[src/logic/npwp_defs.vh]
`ifndef NPWP_DEFS_VH
`define NPWP_DEFS_VH

// ---------------------------------------------------------------
// Stall limit, buffer sizing and flash timing.
// ---------------------------------------------------------------
`define NPWP_STALL_LIMIT     9'h100
`define NPWP_BUF_DEPTH       8
`define NPWP_BUF_AW          3
`define NPWP_FLASH_WR_NS     100
`define NPWP_CLK_NS          50
`define NPWP_FLASH_WR_CYC    ((`NPWP_FLASH_WR_NS + `NPWP_CLK_NS - 1) / `NPWP_CLK_NS)

// ---------------------------------------------------------------
// Port kinds.
// ---------------------------------------------------------------
`define NPWP_KIND_CMD        2'h0
`define NPWP_KIND_ADDR       2'h1
`define NPWP_KIND_DATA       2'h2

`endif

[src/logic/npwp_buf_mem.v]
`timescale 1ns/10ps
// ---------------------------------------------------------------
// Write buffer storage with registered read data.
// ---------------------------------------------------------------
module npwp_buf_mem #(
	parameter WIDTH = 16,
	parameter AW    = 3
) (
	input  wire             ref_clk,
	input  wire             wr_en,
	input  wire [AW-1:0]    wr_addr,
	input  wire [WIDTH-1:0] wr_data,
	input  wire [AW-1:0]    rd_addr,
	output reg  [WIDTH-1:0] rd_data
);
	reg [WIDTH-1:0] mem [0:(1<<AW)-1];

	always @(posedge ref_clk) begin
		if (wr_en) begin
			mem[wr_addr] <= wr_data;
		end
		rd_data <= mem[rd_addr];
	end
endmodule

[src/logic/npwp_path.v]
`timescale 1ns/10ps
`include "npwp_defs.vh"

// Function
// - With forcing set, more than 256 unbroken port writes without drain stall the path.
// - The empty flag reads 0 while writes are pending and 1 once fully drained.
// - The run of writes is counted over all chip selects together.
// - Writes from the posting engine never take part in the stall.
module npwp_path #(
	parameter DATA_W  = 16,
	parameter CS_W    = 3,
	parameter AW      = `NPWP_BUF_AW,
	parameter WR_CYC  = `NPWP_FLASH_WR_CYC
) (
	input  wire              ref_clk,
	input  wire              sys_rst,
	input  wire              flash_posted_write_force,
	input  wire              host_wr,
	input  wire              host_from_engine,
	input  wire [1:0]        host_kind,
	input  wire [CS_W-1:0]   host_cs,
	input  wire [DATA_W-1:0] host_wdata,
	output reg               host_ready,
	output reg               write_buffer_empty_flag,
	output reg               stalled,
	output reg               flash_we,
	output reg  [1:0]        flash_kind,
	output reg  [CS_W-1:0]   flash_cs,
	output reg  [DATA_W-1:0] flash_data
);
	localparam EW = DATA_W + CS_W + 3;
	localparam DEPTH = 1 << AW;
	localparam [1:0] ST_IDLE = 2'h0;
	localparam [1:0] ST_READ = 2'h1;
	localparam [1:0] ST_WRITE = 2'h2;

	// ---------------------------------------------------------------
	// Buffer pointers and occupancy.
	// ---------------------------------------------------------------
	reg  [AW:0]     wp_reg;
	reg  [AW:0]     rp_reg;
	reg  [8:0]      run_reg;
	reg  [1:0]      st_reg;
	reg  [15:0]     tmr_reg;
	wire [AW:0]     used;
	wire            full;
	wire            empty;
	wire            accept;
	wire            direct;
	wire            pop;
	wire            run_next_stall;
	wire            run_at_limit;
	wire [EW-1:0]   rd_entry;

	assign used  = wp_reg - rp_reg;
	assign full  = (used == DEPTH[AW:0]);
	assign empty = (used == {(AW+1){1'b0}});
	// Engine writes and unforced writes bypass run counting.
	assign direct = host_from_engine | ~flash_posted_write_force;
	assign accept = host_wr & host_ready;
	assign pop = (st_reg == ST_IDLE) & ~empty;
	// The next counted write stalls once the unbroken run reaches the limit.
	assign run_next_stall = (run_reg >= `NPWP_STALL_LIMIT);
	// Ready drops once the run reaches the limit, so the next one is refused.
	assign run_at_limit = run_next_stall | (accept & ~direct &
		(run_reg == (`NPWP_STALL_LIMIT - 9'h001)));

	npwp_buf_mem #(
		.WIDTH (EW),
		.AW    (AW)
	) u_mem (
		.ref_clk (ref_clk),
		.wr_en   (accept),
		.wr_addr (wp_reg[AW-1:0]),
		.wr_data ({direct, host_kind, host_cs, host_wdata}),
		.rd_addr (rp_reg[AW-1:0]),
		.rd_data (rd_entry)
	);

	// ---------------------------------------------------------------
	// Host side: accept writes and count the run.
	// ---------------------------------------------------------------
	always @(posedge ref_clk) begin
		if (sys_rst) begin
			wp_reg     <= {(AW+1){1'b0}};
			run_reg    <= 9'h000;
			host_ready <= 1'b0;
			stalled    <= 1'b0;
		end else begin
			if (accept) begin
				wp_reg <= wp_reg + 1'b1;
			end
			// A drained buffer ends the run, unless a write lands now.
			if (empty & ~accept & (st_reg == ST_IDLE)) begin
				run_reg <= 9'h000;
				stalled <= 1'b0;
			end else if (accept & ~direct & ~run_next_stall) begin
				// All chip selects share one counter.
				run_reg <= run_reg + 9'h001;
			end else if (host_wr & ~direct & run_next_stall) begin
				stalled <= 1'b1;
			end
			host_ready <= ~stalled & ~run_at_limit &
				(used + {{AW{1'b0}}, accept} < DEPTH[AW:0]);
		end
	end

	// ---------------------------------------------------------------
	// Flash side: drain one entry per write cycle.
	// ---------------------------------------------------------------
	always @(posedge ref_clk) begin
		if (sys_rst) begin
			rp_reg     <= {(AW+1){1'b0}};
			st_reg     <= ST_IDLE;
			tmr_reg    <= 16'h0000;
			flash_we   <= 1'b0;
			flash_kind <= `NPWP_KIND_CMD;
			flash_cs   <= {CS_W{1'b0}};
			flash_data <= {DATA_W{1'b0}};
		end else begin
			case (st_reg)
			ST_IDLE: begin
				flash_we <= 1'b0;
				if (pop & ~(stalled & ~full)) begin
					st_reg <= ST_READ;
				end
			end
			ST_READ: begin
				flash_we   <= 1'b1;
				flash_kind <= rd_entry[DATA_W+CS_W+1:DATA_W+CS_W];
				flash_cs   <= rd_entry[DATA_W+CS_W-1:DATA_W];
				flash_data <= rd_entry[DATA_W-1:0];
				tmr_reg    <= WR_CYC[15:0];
				st_reg     <= ST_WRITE;
			end
			ST_WRITE: begin
				if (tmr_reg <= 16'h0001) begin
					flash_we <= 1'b0;
					rp_reg   <= rp_reg + 1'b1;
					st_reg   <= ST_IDLE;
				end else begin
					tmr_reg <= tmr_reg - 16'h0001;
				end
			end
			default: begin
				st_reg <= ST_IDLE;
			end
			endcase
		end
	end

	// ---------------------------------------------------------------
	// Status flag.
	// ---------------------------------------------------------------
	always @(posedge ref_clk) begin
		if (sys_rst) begin
			write_buffer_empty_flag <= 1'b1;
		end else begin
			// Reads 1 only when nothing is queued or in flight.
			write_buffer_empty_flag <= empty & ~accept & (st_reg == ST_IDLE) &
				~pop;
		end
	end
endmodule

[config.mk]
export PLATFORM = sky130hd
export DESIGN_NAME = npwp_path
export DESIGN_NICKNAME = d
export VERILOG_FILES = /design/src/logic/npwp_buf_mem.v /design/src/logic/npwp_path.v
export VERILOG_INCLUDE_DIRS = /design/src /design/src/logic
export SDC_FILE = /design/constraint.sdc
export NUM_CORES = 1
export LEC_CHECK = 0
export CORE_MARGIN = 3
export CORE_UTILIZATION = 35
export CTS_BUF_LIST = sky130_fd_sc_hd__clkbuf_4
export DETAILED_ROUTE_END_ITERATION = 10
export DONT_BUFFER_PORTS = 1
export PLACE_DENSITY = 0.47
export SYNTH_ARGS = -nofsm -noshare
export SYNTH_HDL_FRONTEND = slang
export SYNTH_HIERARCHICAL = 1
export SYNTH_SLANG_ARGS = --single-unit
[constraint.sdc]
create_clock -name ref_clk -period 3.09 [get_ports ref_clk]
set_input_delay 0.1545 -clock ref_clk [delete_from_list [all_inputs] [get_ports ref_clk]]
set_output_delay 0.1545 -clock ref_clk [all_outputs]
set_load 0.05 [all_outputs]
==> results by group <==
GRT
  – Gr ovfl total: 0
  – Vias in the first global route: 5894
  – First-pass GRT wire length: 31930 microns
  – Most Used Layer, Global Route: met2
  – Largest net degree at the start of global routing: 65
  – Met1 Usage GRT: 16.98%
  – Met2 Resource Use GR: around 23%
  – Met3 usage: under 10%
  – Tot GR Track Use: between 10% and 20%
  – Initial antenna violation count: 1

Die
  – Die Y: approximately 170 microns
  – Die X: around 170 microns
  – Row Count: 60
  – Initial Util: 36.05%
  – I/O pins: between 50 and 60
  – CORE AREA: 27250 sq um
  – Die ar.: 30120 sq um

Finish
  – Largest reg by FF count: u_mem/mem
  – Design area: 11530 sq um
  – Area Growth Syn to Fin: 17.33%
  – Final #Nets: 745
  – Fraction of layout cells with a size suffix above 1: 23.94%
  – Largest register FFs: 168
  – Regs by FF count: u_mem/mem: 168 flops, u_mem/rd_data: 21 flops
  – Fill count: 2487

Worst hold path
  – Hold Crit Depth: 4
  – Class of the worst hold path: in2reg
  – HP Start: host_wr
  – Hold Path End: run_reg[8]$_SDFFE_PP0P_

CTS
  – Clk root buf: clkbuf_4
  – Clock latency at the later pin of the worst-skew pair: 640 ps
  – H-Tree Depth: 3
  – Maximum clock path buffer count: 3
  – CTS sink count: approximately 250
  – CTS buffer count: ~70
  – Post_cts resized: 0
  – CTS clk-pin slew, worst paths: around 60 ps
  – TritonCTS clock tree: done

Drt
  – Drt wl/cell: ~18 microns
  – Detail Route Antenna Nets: 0
  – Vias: roughly 5600
  – Initial drt markers: roughly 310
  – DRC viols: 0
  – Avg Vias per Cell: 4.943
  – Drt first pass iters: 4
  – Wirelength, routed: 20650 microns

Timing
  – Post-route setup slack: 500.2 ps
  – RSZ-0062 raised after global routing: no
  – Slew Viols, Final: 0
  – Fmax: 386.1 MHz
  – TNS Setup: 0 ps
  – Slew headroom: 37.60%
  – Final hold violation count: 0
  – Tmin final: 2590 ps
  – Setup Viol. Count Final: 0
  – Setup Skew: 34.80 ps
  – Tightest Pin Transition: 924.3 ps
  – Fin crit share: 83.81%

Setup path
  – R2R Path End: tmr_reg[0]$_SDFFE_PP0P_
  – Arr. time, crit path: around 3100 ps
  – Critical path fanouts, max: 13
  – CP startpoint kind: flop
  – Crit Path Category: reg2reg
  – R2r startpoint: tmr_reg[10]$_SDFFE_PP0P_
  – R2R Setup Slk: approximately 500 ps
  – Worst Setup End Kind: flop
  – Reg2reg path depth: 4
  – Critical Path RT: 3610 ps

Power
  – Total power: 8.608 mW
  – Leakage: 3.853 nW
  – Max rail drop VDD: between 0.0003 and 0.0004 V
  – Pwr per Cell Area: 746.8 nW/um^2

Job
  – Max cap viols: 0

Outcome
  – Status: completed

Synthesis
  – Post-synthesis cell area: 9824 sq um
  – Mean Syn Cell Area: 15.69 sq um
  – Syn nets: 663
  – Synth warn: 6
  – Post-synthesis cell count: 626

Place
  – Port Buf Inserts: 0
  – GPL Wtd Cong: 0.7596
  – Detail Placement HPWL: 11660 microns
  – Area after DPL: about 10000 sq um
  – Place WS: 529.0 ps
-- cells in the final DEF, fill, tap and decap left out, types with 3 or more instances in the layout --
| cell | instances |
|---|---|
| edfxtp_1 | 168 |
| mux4_1 | 37 |
| nand3_1 | 6 |
| or4_1 | 6 |
| bufinv_16 | 3 |
| o21ai_0 | 10 |
| buf_4 | 17 |
| o31ai_1 | 4 |
| xnor2_1 | 8 |
| nor3_1 | 8 |
| a21oi_1 | 35 |
| nor2_2 | 7 |
| nand4_1 | 3 |
| clkbuf_4 | 101 |
| xor2_1 | 3 |
| nand2_1 | 53 |
| and2_1 | 4 |
| inv_1 | 16 |
| nor2_1 | 30 |
| nor4_1 | 10 |
| nor3b_1 | 10 |
| mux2_2 | 30 |
| clkinv_1 | 11 |
| dfxtp_1 | 80 |
| nand2b_1 | 6 |
| mux4_2 | 5 |
| dlygate4sd3_1 | 26 |
| or3_1 | 4 |
| ha_1 | 10 |
-- layer usage --
metal	wire length, microns	up-vias
met5	0	-
li1	-	2635
met4	582	0
met1	9129	2781
met2	10070	125
met3	861	45
-- power by group --
group	internal, mW	switching, mW	total [mW]	leakage [nW]
combinational	0.573	0.870	1.44	1.14
clock	1.74	1.30	3.04	0.532
sequential	3.79	0.341	4.13	2.18
-- critical path: stages (launching register included) --
cell,delay [ps]
dfxtp_1,350
or4_1,650
or4_4,660
o21ai_0,440
mux2_2,390
-- timing repair --
item	CTS	global route
hold endpoints to repair	228	0
hold buffers	27	0
buffers inserted	0	0
-- stage by stage --
step	instances	hold slack, ps	util (%)
6_report	1130	69.25	42.30
2_1_floorplan	626	253.4	-
3_3_place_gp	983	232.2	37.90
3_5_place_dp	983	237.0	37.90
4_1_cts	1128	4.393	42.28
5_1_grt	1130	42.13	42.30
-- cell type report --
cell class	count	area, sq um	area share, %
timing repair buffer	46	455.4	3.951
multi-input combinational	327	2967	25.74
sequential	249	6668	57.84
clock buffer	101	758.2	6.578
clock inverter	17	148.9	1.292
tap	372	465.4	4.038
inverter	16	60.06	0.5210
antenna	2	5.005	0.04342
-- worst max-delay path by stage --
stage | from | end | cells after the start
final | tmr_reg[10]$_SDFFE_PP0P_ | tmr_reg[0]$_SDFFE_PP0P_ | 4
after global placement | tmr_reg[10]$_SDFFE_PP0P_ | tmr_reg[0]$_SDFFE_PP0P_ | 4
after CTS | tmr_reg[10]$_SDFFE_PP0P_ | tmr_reg[0]$_SDFFE_PP0P_ | 4
after floorplan | host_ready$_SDFF_PP0_ | u_mem/mem[2][0]$_DFFE_PP_ | 4
after global routing | tmr_reg[10]$_SDFFE_PP0P_ | tmr_reg[0]$_SDFFE_PP0P_ | 4
after detailed placement | tmr_reg[10]$_SDFFE_PP0P_ | tmr_reg[0]$_SDFFE_PP0P_ | 4
Note: power is estimated with default switching activity, not from simulation.
